File: src/verilog/conv_regs_pkg.sv
`default_nettype none
package conv_regs_pkg;
  // ----------------------------------------------------------------
  // Register offsets
  // ----------------------------------------------------------------
  localparam int          ADDR_W          = 10;
  localparam logic [9:0]  OFF_CHK_CTRL    = 10'h14B;
  localparam logic [9:0]  OFF_ERR_COUNT   = 10'h14C;
  localparam logic [9:0]  OFF_PLL_POWER   = 10'h1B0;
  localparam logic [9:0]  OFF_PLL_VAR_TUNE = 10'h1B5;
  localparam logic [9:0]  OFF_PLL_PUMP_A  = 10'h1B9;
  localparam logic [9:0]  OFF_PLL_BIAS    = 10'h1BB;
  localparam logic [9:0]  OFF_PLL_OSC_CTL = 10'h1BC;
  localparam logic [9:0]  OFF_PLL_OSC_PWR = 10'h1BE;
  localparam logic [9:0]  OFF_PLL_OSC_CAL = 10'h1BF;
  localparam logic [9:0]  OFF_PLL_LOCK    = 10'h1C0;
  localparam logic [9:0]  OFF_PLL_PUMP_B  = 10'h1C1;
  localparam logic [9:0]  OFF_PLL_VAR_A   = 10'h1C4;
  localparam logic [9:0]  OFF_PLL_VAR_B   = 10'h1C5;
  localparam logic [9:0]  OFF_RECEIVER_MASTER_POWERDOWN   = 10'h200;
  localparam logic [9:0]  OFF_LANE_PD     = 10'h201;
  // ----------------------------------------------------------------
  // Field positions
  // ----------------------------------------------------------------
  localparam int          BIT_MATCH       = 6;
  localparam int          BIT_POLY_SEL    = 2;
  localparam int          BIT_CNT_CLEAR   = 1;
  localparam int          BIT_CHK_ENABLE  = 0;
  localparam int          BIT_ALL_PD      = 0;
  localparam logic [7:0]  BIAS_FIELD_MASK = 8'h1F;
  localparam int          LANES           = 8;
  // ----------------------------------------------------------------
  // Reset values
  // ----------------------------------------------------------------
  localparam logic [7:0]  RST_PLL_POWER   = 8'hFA;
  localparam logic [7:0]  RST_PLL_VAR_TUNE = 8'h83;
  localparam logic [7:0]  RST_PLL_PUMP_A  = 8'h34;
  localparam logic [7:0]  RST_PLL_BIAS    = 8'h0C;
  localparam logic [7:0]  RST_PLL_OSC_CTL = 8'h00;
  localparam logic [7:0]  RST_PLL_OSC_PWR = 8'h00;
  localparam logic [7:0]  RST_PLL_OSC_CAL = 8'h8D;
  localparam logic [7:0]  RST_PLL_LOCK    = 8'h2E;
  localparam logic [7:0]  RST_PLL_PUMP_B  = 8'h24;
  localparam logic [7:0]  RST_PLL_VAR_A   = 8'h33;
  localparam logic [7:0]  RST_PLL_VAR_B   = 8'h08;
  // ----------------------------------------------------------------
  // Checker sequence lengths and taps
  // ----------------------------------------------------------------
  localparam int          SHORT_LEN       = 7;
  localparam int          LONG_LEN        = 15;
  localparam logic [3:0]  FILL_SHORT      = 4'h7;
  localparam logic [3:0]  FILL_LONG       = 4'hF;
  localparam logic [7:0]  COUNT_MAX       = 8'hFF;
endpackage
`default_nettype wire

File: src/verilog/conv_ctrl_regs.sv
`default_nettype none
// Functional notes
// - Match flag bit 6 reads 1 while pattern matches, 0 after a mismatch.
// - Polynomial select 0 checks the seven-stage x^7+x^6+1 sequence.
// - Polynomial select 1 checks the fifteen-stage x^15+x^14+1 sequence.
// - Master power-down bit 0 powers down all eight lanes and shared bias.
// - Lane power-down bit x powers down lane x only.
module conv_ctrl_regs
  import conv_regs_pkg::*;
(
  input  wire logic                          clk_i,
  input  wire logic                          rst_i,
  input  wire logic [conv_regs_pkg::ADDR_W-1:0] reg_addr_i,
  input  wire logic                          reg_wr_i,
  input  wire logic [7:0]                    reg_wdata_i,
  input  wire logic                          reg_rd_i,
  output logic      [7:0]                    reg_rdata_o,
  input  wire logic                          pat_bit_i,
  input  wire logic                          pat_valid_i,
  output logic      [7:0]                    pll_power_o,
  output logic      [7:0]                    pll_var_tune_o,
  output logic      [7:0]                    pll_pump_a_o,
  output logic      [7:0]                    pll_bias_o,
  output logic      [7:0]                    pll_osc_ctl_o,
  output logic      [7:0]                    pll_osc_pwr_o,
  output logic      [7:0]                    pll_osc_cal_o,
  output logic      [7:0]                    pll_lock_o,
  output logic      [7:0]                    pll_pump_b_o,
  output logic      [7:0]                    pll_var_a_o,
  output logic      [7:0]                    pll_var_b_o,
  output logic      [conv_regs_pkg::LANES-1:0] lane_pd_o,
  output logic                               bias_pd_o
);
  import conv_regs_pkg::*;

  // ----------------------------------------------------------------
  // Register state
  // ----------------------------------------------------------------
  logic [2:0]       chk_ctl_r,   chk_ctl_nxt;
  logic [7:0]       pwr_r,       pwr_nxt;
  logic [7:0]       vtune_r,     vtune_nxt;
  logic [7:0]       pumpa_r,     pumpa_nxt;
  logic [7:0]       bias_r,      bias_nxt;
  logic [7:0]       octl_r,      octl_nxt;
  logic [7:0]       opwr_r,      opwr_nxt;
  logic [7:0]       ocal_r,      ocal_nxt;
  logic [7:0]       lock_r,      lock_nxt;
  logic [7:0]       pumpb_r,     pumpb_nxt;
  logic [7:0]       vara_r,      vara_nxt;
  logic [7:0]       varb_r,      varb_nxt;
  logic             allpd_r,     allpd_nxt;
  logic [LANES-1:0] lmask_r,     lmask_nxt;
  logic [7:0]       rdata_r,     rdata_nxt;
  logic [LANES-1:0] lane_pd_r,   lane_pd_nxt;
  logic             bias_pd_r,   bias_pd_nxt;
  logic             match_flag;
  logic [7:0]       err_count;

  // ----------------------------------------------------------------
  // Pattern checker
  // ----------------------------------------------------------------
  pattern_checker u_checker (
    .clk_i      (clk_i),
    .rst_i      (rst_i),
    .enable_i   (chk_ctl_r[BIT_CHK_ENABLE]),
    .poly_sel_i (chk_ctl_r[BIT_POLY_SEL]),
    .clear_i    (chk_ctl_r[BIT_CNT_CLEAR]),
    .bit_i      (pat_bit_i),
    .valid_i    (pat_valid_i),
    .match_o    (match_flag),
    .count_o    (err_count)
  );

  // ----------------------------------------------------------------
  // Write decode and read mux
  // ----------------------------------------------------------------
  always_comb begin
    chk_ctl_nxt = chk_ctl_r;
    pwr_nxt     = pwr_r;
    vtune_nxt   = vtune_r;
    pumpa_nxt   = pumpa_r;
    bias_nxt    = bias_r;
    octl_nxt    = octl_r;
    opwr_nxt    = opwr_r;
    ocal_nxt    = ocal_r;
    lock_nxt    = lock_r;
    pumpb_nxt   = pumpb_r;
    vara_nxt    = vara_r;
    varb_nxt    = varb_r;
    allpd_nxt   = allpd_r;
    lmask_nxt   = lmask_r;
    rdata_nxt   = rdata_r;
    if (reg_wr_i) begin
      if (reg_addr_i == OFF_CHK_CTRL) begin
        chk_ctl_nxt = reg_wdata_i[2:0];
      end else if (reg_addr_i == OFF_PLL_POWER) begin
        pwr_nxt = reg_wdata_i;
      end else if (reg_addr_i == OFF_PLL_VAR_TUNE) begin
        vtune_nxt = reg_wdata_i;
      end else if (reg_addr_i == OFF_PLL_PUMP_A) begin
        pumpa_nxt = reg_wdata_i;
      end else if (reg_addr_i == OFF_PLL_BIAS) begin
        bias_nxt = reg_wdata_i & BIAS_FIELD_MASK;
      end else if (reg_addr_i == OFF_PLL_OSC_CTL) begin
        octl_nxt = reg_wdata_i;
      end else if (reg_addr_i == OFF_PLL_OSC_PWR) begin
        opwr_nxt = reg_wdata_i;
      end else if (reg_addr_i == OFF_PLL_OSC_CAL) begin
        ocal_nxt = reg_wdata_i;
      end else if (reg_addr_i == OFF_PLL_LOCK) begin
        lock_nxt = reg_wdata_i;
      end else if (reg_addr_i == OFF_PLL_PUMP_B) begin
        pumpb_nxt = reg_wdata_i;
      end else if (reg_addr_i == OFF_PLL_VAR_A) begin
        vara_nxt = reg_wdata_i;
      end else if (reg_addr_i == OFF_PLL_VAR_B) begin
        varb_nxt = reg_wdata_i;
      end else if (reg_addr_i == OFF_RECEIVER_MASTER_POWERDOWN) begin
        allpd_nxt = reg_wdata_i[BIT_ALL_PD];
      end else if (reg_addr_i == OFF_LANE_PD) begin
        lmask_nxt = reg_wdata_i;
      end
    end
    if (reg_rd_i) begin
      if (reg_addr_i == OFF_CHK_CTRL) begin
        rdata_nxt = {1'b0, match_flag, 3'b000, chk_ctl_r};
      end else if (reg_addr_i == OFF_ERR_COUNT) begin
        rdata_nxt = err_count;
      end else if (reg_addr_i == OFF_PLL_POWER) begin
        rdata_nxt = pwr_r;
      end else if (reg_addr_i == OFF_PLL_VAR_TUNE) begin
        rdata_nxt = vtune_r;
      end else if (reg_addr_i == OFF_PLL_PUMP_A) begin
        rdata_nxt = pumpa_r;
      end else if (reg_addr_i == OFF_PLL_BIAS) begin
        rdata_nxt = bias_r;
      end else if (reg_addr_i == OFF_PLL_OSC_CTL) begin
        rdata_nxt = octl_r;
      end else if (reg_addr_i == OFF_PLL_OSC_PWR) begin
        rdata_nxt = opwr_r;
      end else if (reg_addr_i == OFF_PLL_OSC_CAL) begin
        rdata_nxt = ocal_r;
      end else if (reg_addr_i == OFF_PLL_LOCK) begin
        rdata_nxt = lock_r;
      end else if (reg_addr_i == OFF_PLL_PUMP_B) begin
        rdata_nxt = pumpb_r;
      end else if (reg_addr_i == OFF_PLL_VAR_A) begin
        rdata_nxt = vara_r;
      end else if (reg_addr_i == OFF_PLL_VAR_B) begin
        rdata_nxt = varb_r;
      end else if (reg_addr_i == OFF_RECEIVER_MASTER_POWERDOWN) begin
        rdata_nxt = {7'h00, allpd_r};
      end else if (reg_addr_i == OFF_LANE_PD) begin
        rdata_nxt = lmask_r;
      end else begin
        rdata_nxt = 8'h00;
      end
    end
    // Master bit overrides every lane so no lane runs without its bias
    lane_pd_nxt = lmask_nxt | {LANES{allpd_nxt}};
    bias_pd_nxt = allpd_nxt;
  end

  always_ff @(posedge clk_i) begin
    if (rst_i) begin
      chk_ctl_r <= 3'b000;
      pwr_r     <= RST_PLL_POWER;
      vtune_r   <= RST_PLL_VAR_TUNE;
      pumpa_r   <= RST_PLL_PUMP_A;
      bias_r    <= RST_PLL_BIAS;
      octl_r    <= RST_PLL_OSC_CTL;
      opwr_r    <= RST_PLL_OSC_PWR;
      ocal_r    <= RST_PLL_OSC_CAL;
      lock_r    <= RST_PLL_LOCK;
      pumpb_r   <= RST_PLL_PUMP_B;
      vara_r    <= RST_PLL_VAR_A;
      varb_r    <= RST_PLL_VAR_B;
      allpd_r   <= 1'b0;
      lmask_r   <= 8'h00;
      rdata_r   <= 8'h00;
      lane_pd_r <= 8'h00;
      bias_pd_r <= 1'b0;
    end else begin
      chk_ctl_r <= chk_ctl_nxt;
      pwr_r     <= pwr_nxt;
      vtune_r   <= vtune_nxt;
      pumpa_r   <= pumpa_nxt;
      bias_r    <= bias_nxt;
      octl_r    <= octl_nxt;
      opwr_r    <= opwr_nxt;
      ocal_r    <= ocal_nxt;
      lock_r    <= lock_nxt;
      pumpb_r   <= pumpb_nxt;
      vara_r    <= vara_nxt;
      varb_r    <= varb_nxt;
      allpd_r   <= allpd_nxt;
      lmask_r   <= lmask_nxt;
      rdata_r   <= rdata_nxt;
      lane_pd_r <= lane_pd_nxt;
      bias_pd_r <= bias_pd_nxt;
    end
  end

  assign reg_rdata_o    = rdata_r;
  assign pll_power_o    = pwr_r;
  assign pll_var_tune_o = vtune_r;
  assign pll_pump_a_o   = pumpa_r;
  assign pll_bias_o     = bias_r;
  assign pll_osc_ctl_o  = octl_r;
  assign pll_osc_pwr_o  = opwr_r;
  assign pll_osc_cal_o  = ocal_r;
  assign pll_lock_o     = lock_r;
  assign pll_pump_b_o   = pumpb_r;
  assign pll_var_a_o    = vara_r;
  assign pll_var_b_o    = varb_r;
  assign lane_pd_o      = lane_pd_r;
  assign bias_pd_o      = bias_pd_r;

  // ----------------------------------------------------------------
  // Checks
  // ----------------------------------------------------------------
  master_all_a: assert property (@(posedge clk_i) disable iff (rst_i)
    reg_wr_i && reg_addr_i == OFF_RECEIVER_MASTER_POWERDOWN && reg_wdata_i[0]
    |=> lane_pd_o == 8'hFF && bias_pd_o)
    else $error("master power-down missed a lane or bias");
  lane_only_a: assert property (@(posedge clk_i) disable iff (rst_i)
    reg_wr_i && reg_addr_i == OFF_LANE_PD && !allpd_r
    |=> lane_pd_o == $past(reg_wdata_i))
    else $error("lane power-down not per lane");
  match_read_a: assert property (@(posedge clk_i) disable iff (rst_i)
    reg_rd_i && reg_addr_i == OFF_CHK_CTRL |=> reg_rdata_o[6] == $past(match_flag))
    else $error("match flag read wrong");
  count_read_a: assert property (@(posedge clk_i) disable iff (rst_i)
    reg_rd_i && reg_addr_i == OFF_ERR_COUNT |=> reg_rdata_o == $past(err_count))
    else $error("error count read wrong");
  cover_read_c: cover property (@(posedge clk_i) disable iff (rst_i)
    reg_rd_i && reg_addr_i == OFF_ERR_COUNT && err_count != 8'h00);
  cover_pd_c: cover property (@(posedge clk_i) disable iff (rst_i) bias_pd_o);
  cover_long_c: cover property (@(posedge clk_i) disable iff (rst_i)
    chk_ctl_r == 3'b101 && match_flag);
endmodule
`default_nettype wire

File: src/verilog/pattern_checker.sv
`default_nettype none
module pattern_checker
  import conv_regs_pkg::*;
(
  input  wire logic       clk_i,
  input  wire logic       rst_i,
  input  wire logic       enable_i,
  input  wire logic       poly_sel_i,
  input  wire logic       clear_i,
  input  wire logic       bit_i,
  input  wire logic       valid_i,
  output logic            match_o,
  output logic [7:0]      count_o
);
  import conv_regs_pkg::*;

  // ----------------------------------------------------------------
  // Self-synchronising comparator
  // ----------------------------------------------------------------
  logic [14:0] hist_r,  hist_nxt;
  logic [3:0]  fill_r,  fill_nxt;
  logic        mode_r,  mode_nxt;
  logic        match_r, match_nxt;
  logic [7:0]  cnt_r,   cnt_nxt;
  logic        expect_bit;
  logic        miss;
  logic        armed;

  always_comb begin
    hist_nxt   = hist_r;
    fill_nxt   = fill_r;
    mode_nxt   = poly_sel_i;
    match_nxt  = match_r;
    cnt_nxt    = cnt_r;
    expect_bit = poly_sel_i ? (hist_r[LONG_LEN-1] ^ hist_r[LONG_LEN-2])
                            : (hist_r[SHORT_LEN-1] ^ hist_r[SHORT_LEN-2]);
    armed      = fill_r == (poly_sel_i ? FILL_LONG : FILL_SHORT);
    miss       = enable_i && valid_i && armed && (bit_i != expect_bit);
    // History must refill after a mode change, else a stale seed counts errors
    if (!enable_i || mode_r != poly_sel_i) begin
      fill_nxt  = 4'h0;
      match_nxt = 1'b0;
    end else if (valid_i) begin
      hist_nxt = {hist_r[13:0], bit_i};
      if (!armed) begin
        fill_nxt = fill_r + 4'h1;
      end else begin
        match_nxt = !miss;
      end
    end
    if (clear_i) begin
      cnt_nxt = 8'h00;
    end else if (miss && cnt_r != COUNT_MAX) begin
      cnt_nxt = cnt_r + 8'h01;
    end
  end

  always_ff @(posedge clk_i) begin
    if (rst_i) begin
      hist_r  <= 15'h0000;
      fill_r  <= 4'h0;
      mode_r  <= 1'b0;
      match_r <= 1'b0;
      cnt_r   <= 8'h00;
    end else begin
      hist_r  <= hist_nxt;
      fill_r  <= fill_nxt;
      mode_r  <= mode_nxt;
      match_r <= match_nxt;
      cnt_r   <= cnt_nxt;
    end
  end

  assign match_o = match_r;
  assign count_o = cnt_r;

  // ----------------------------------------------------------------
  // Checks
  // ----------------------------------------------------------------
  disabled_hold_a: assert property (@(posedge clk_i) disable iff (rst_i)
    !enable_i && !clear_i |=> cnt_r == $past(cnt_r))
    else $error("count moved while checker disabled");
  clear_zero_a: assert property (@(posedge clk_i) disable iff (rst_i)
    clear_i |=> cnt_r == 8'h00)
    else $error("count not zero under clear");
  miss_flag_a: assert property (@(posedge clk_i) disable iff (rst_i)
    miss |=> !match_r)
    else $error("match flag high after mismatch");
  miss_count_a: assert property (@(posedge clk_i) disable iff (rst_i)
    miss && !clear_i && cnt_r != COUNT_MAX |=> cnt_r == $past(cnt_r) + 8'h01)
    else $error("mismatch not counted");
  short_seq_a: assert property (@(posedge clk_i) disable iff (rst_i)
    enable_i && valid_i && armed && !poly_sel_i && mode_r == poly_sel_i
    && bit_i == (hist_r[6] ^ hist_r[5]) |=> match_r)
    else $error("short sequence bit not accepted");
  long_seq_a: assert property (@(posedge clk_i) disable iff (rst_i)
    enable_i && valid_i && armed && poly_sel_i && mode_r == poly_sel_i
    && bit_i == (hist_r[14] ^ hist_r[13]) |=> match_r)
    else $error("long sequence bit not accepted");
  cover_lock_c: cover property (@(posedge clk_i) disable iff (rst_i)
    !match_r ##1 match_r [*8]);
  cover_miss_c: cover property (@(posedge clk_i) disable iff (rst_i) match_r ##1 miss);
endmodule
`default_nettype wire
File: config.mk
export PLATFORM = sky130hd
export DESIGN_NAME = conv_ctrl_regs
export DESIGN_NICKNAME = d
export VERILOG_FILES = /design/src/verilog/conv_regs_pkg.sv /design/src/verilog/conv_ctrl_regs.sv /design/src/verilog/pattern_checker.sv
export SDC_FILE = /design/constraint.sdc
export NUM_CORES = 1
export LEC_CHECK = 0
export ABC_AREA = 1
export BUFFER_PORTS_ARGS = -buffer_cell sky130_fd_sc_hd__buf_2
export CAP_MARGIN = 25
export CORE_ASPECT_RATIO = 0.5
export CORE_MARGIN = 2
export CORE_UTILIZATION = 55
export DETAILED_ROUTE_END_ITERATION = 16
export PLACE_DENSITY = 0.83
export SLEW_MARGIN = 5
export SYNTH_ARGS = -nofsm -noshare
export SYNTH_HDL_FRONTEND = slang
export SYNTH_HIERARCHICAL = 1
export SYNTH_SLANG_ARGS = --single-unit
File: constraint.sdc
create_clock -name clk_i -period 1.8 [get_ports clk_i]
set_clock_uncertainty 0.05 [all_clocks]
set_input_delay 0.09 -clock clk_i [delete_from_list [all_inputs] [get_ports clk_i]]
set_output_delay 0.09 -clock clk_i [all_outputs]
set_load 0.01 [all_outputs]
==> flow_metrics.env <==
export IMPL_run_status="completed"
export IMPL_drc=0
export IMPL_hold_path_depth=3
export IMPL_clkLatencyLatePin_ns=0.42
export IMPL_port_buffers=125
export IMPL_clock_fmax_mhz=599
export IMPL_synthFlopType="dfxtp_1"
export IMPL_synth_common_cells="nand2_1, dfxtp_1, inv_1, a21oi_1, nor2_1"
export IMPL_worstPathMaxFanout=5
export IMPL_fillers=961
export IMPL_dieHeight_um=82.9
export IMPL_power_total_mw=7.17
export IMPL_syn_avg_cell_area_um2=7.12
export IMPL_top_register="u_checker/hist_r"
export IMPL_reg2reg_depth=10
export IMPL_p_per_area_mw_per_mm2=810
export IMPL_core_mm2=0.0120
export IMPL_endpoint_kind="flip-flop"
export IMPL_syn_to_final_growth_pct=29.3
export IMPL_routed_wl_um=22600
export IMPL_finalHoldViolCount=0
export IMPL_synth_most_common_cell="nand2_1"
export IMPL_post_cts_buffers=0
export IMPL_min_path_type="input pin to flip-flop"
export IMPL_cts_tree="yes"
export IMPL_cpMostUsedCell="nand2_1"
export IMPL_dp_hpwl_um=16800
export IMPL_syn_inst=961
export IMPL_num_nets_final=1183
export IMPL_wl_per_cell_um=17.0
export IMPL_place_area_mm2=0.00821
export IMPL_setup_violations=0
export IMPL_clock_root_buffer="clkbuf_16"
export IMPL_synth_seq_cells=142
export IMPL_firstDrtPassIters=8
export IMPL_maxCapViolations=0
export IMPL_cts_resized=0
export IMPL_post_route_period_util_pct=92.7
export IMPL_layout_drive_gt1_share_pct=25.0
export IMPL_largest_reg_flops=15
export IMPL_crit_slowest_cell="dfxtp_1"
export IMPL_diodes=0
export IMPL_synth_top_area_share_pct=41.5
export IMPL_vias=7321
export IMPL_cpPeakStageDelay_ns=0.43
export IMPL_async_flop_share_pct=0
export IMPL_vdd_drop_max_mv=0.562
export IMPL_avgViaCountPerCell=5.48
export IMPL_ioPinCount=129
export IMPL_tightest_slew_ns=0.552
export IMPL_crit_type="flip-flop to flip-flop"
export IMPL_synth_yosys_warnings=6
export IMPL_relSlewSlack_pct=63.2
export IMPL_maxSlewViolCount=0
export IMPL_fin_area_mm2=0.00885
export IMPL_syn_area_mm2=0.00684
export IMPL_rsz0062_at_grt="no"
export IMPL_leakage_nw=4.35
export IMPL_dr_first_iter_drc_count=693
export IMPL_grt_max_degree=43
export IMPL_clk_pin_slew_worst_paths_ns=0.06
export IMPL_clock_sinks=142
export IMPL_place_congestion=0.988
export IMPL_cp_cell_sequence="ha_1 > nand2_1 > nor2_1 > nand2_1 > nand2_1 > inv_1 > nand4_1 > nand2_1 > nand2_1 > nor2_1"
export IMPL_start_kind="flip-flop"
export IMPL_drtAntennaViolNets=0
export IMPL_start_util_pct=57.1
export IMPL_grt_pass1_wl_um=35900
export IMPL_synth_seq_area_share_pct=41.5
export IMPL_grt_antenna_before_repair=0
export IMPL_yosys_area_top_type="dfxtp_1"
export IMPL_rows=28
export IMPL_synth_edff_count=0
export IMPL_ys_types=45
export IMPL_die_area_mm2=0.0134
export IMPL_period_minus_slack_ns=1.67
export IMPL_dieWidth_um=162
export IMPL_grt_overflow=0
export IMPL_htreeDepth=4
export IMPL_worstPathRequired_ns=2.06
export IMPL_grt_pass1_vias=6829
export IMPL_numCtsBuffers=17
export IMPL_clockBufferDepth=2
export IMPL_synth_area_leaders="dfxtp_1, nand2_1, a21oi_1, inv_1, nor2_1"
export IMPL_arrival_ns=1.93
export IMPL_grt_total_usage_pct=34.1
## power breakdown
part           switching [mW]  total [mW]  internal, mW
Combinational           0.268       0.394         0.126
Sequential            0.00296        3.15          3.15
Clock                    1.43        3.62          2.20
## final cells by class
class	instances	area [um2]	area share, %
timing repair buffer	207	1370	15.4
clock buffer	20	437	4.93
sequential	142	2840	32.1
tap	165	206	2.33
multi-input combinational	647	3300	37.3
clock inverter	12	160	1.81
inverter	142	541	6.11
## cells by family (layout without fill, tap and decap cells)
logic type	Yosys count	after routing	share of synthesized area (%)
other	1	3	0.0548
xor gates and xnor gates	2	2	0.256
buffers and inverters	174	381	10.4
and+or+nand+nor	409	409	28.1
AOI/OAI and AO/OA	231	231	19.3
adders and majority gates	2	2	0.366
DFF	142	142	41.5
## through the flow
step           setup slack (ns)  TNS, ns  utilization, %  hold slack (ns)  instances
2_1_floorplan             0.216        0               -            0.112        963
3_3_place_gp             -0.150    -1.76            68.5            0.364       1298
3_5_place_dp             -0.155    -1.99            68.5            0.370       1298
4_1_cts                   0.183        0            73.9         0.000570       1335
5_1_grt                  0.0295        0            73.9           0.0130       1335
6_report                  0.131        0            73.9          0.00498       1335
## repair_timing
item,4_1_cts,5_1_grt
endpoints found under the hold margin,17,0
hold buffers,5,0
endpoints found under the setup margin,0,0
## path summary, 6_finish.rpt
kind	startpoint	to	slack (ns)
setup reg to reg	u_checker/count_o[0]	u_checker/count_o[5]	0.13
hold reg to reg	u_checker/hist_r[3]	u_checker/hist_r[3]	0.39
hold / removal	reg_wdata_i[2]	pll_var_a_o[2]	0.005
setup / recovery	u_checker/count_o[0]	u_checker/count_o[5]	0.13
## layout by cell type (no fill, tap or decap), types with 5 or more instances in the layout
cell type	instances
nor2_4	7
buf_12	9
inv_2	15
o22ai_1	5
a21oi_1	97
nand4_1	15
o21ai_1	16
o21ai_0	59
buf_4	68
nand3_1	40
nand3_2	6
nor2_1	94
nor3_1	6
clkbuf_16	17
nor2_2	5
inv_1	123
nand2_1	212
dfxtp_1	142
dlygate4sd3_1	5
o211ai_1	33
a211oi_1	11
buf_2	125
nand2_2	7
## routing by layer
layer	vias up	track usage (%)	part of all wire, %
met5	-	0	0
met4	0	13.4	3.4
met3	60	5.59	8.3
met2	346	55.7	46
met1	3378	45.5	43
li1	3537	-	-
## critical path: cells and delay by family, from the launching register on
family | cells | cell delay (ns)
fa+ha+maj | 1 | 0.23
simple gates | 8 | 0.82
flops | 1 | 0.43
buf+inv | 1 | 0.05
No activity file was read; power rests on OpenSTA's default activity.
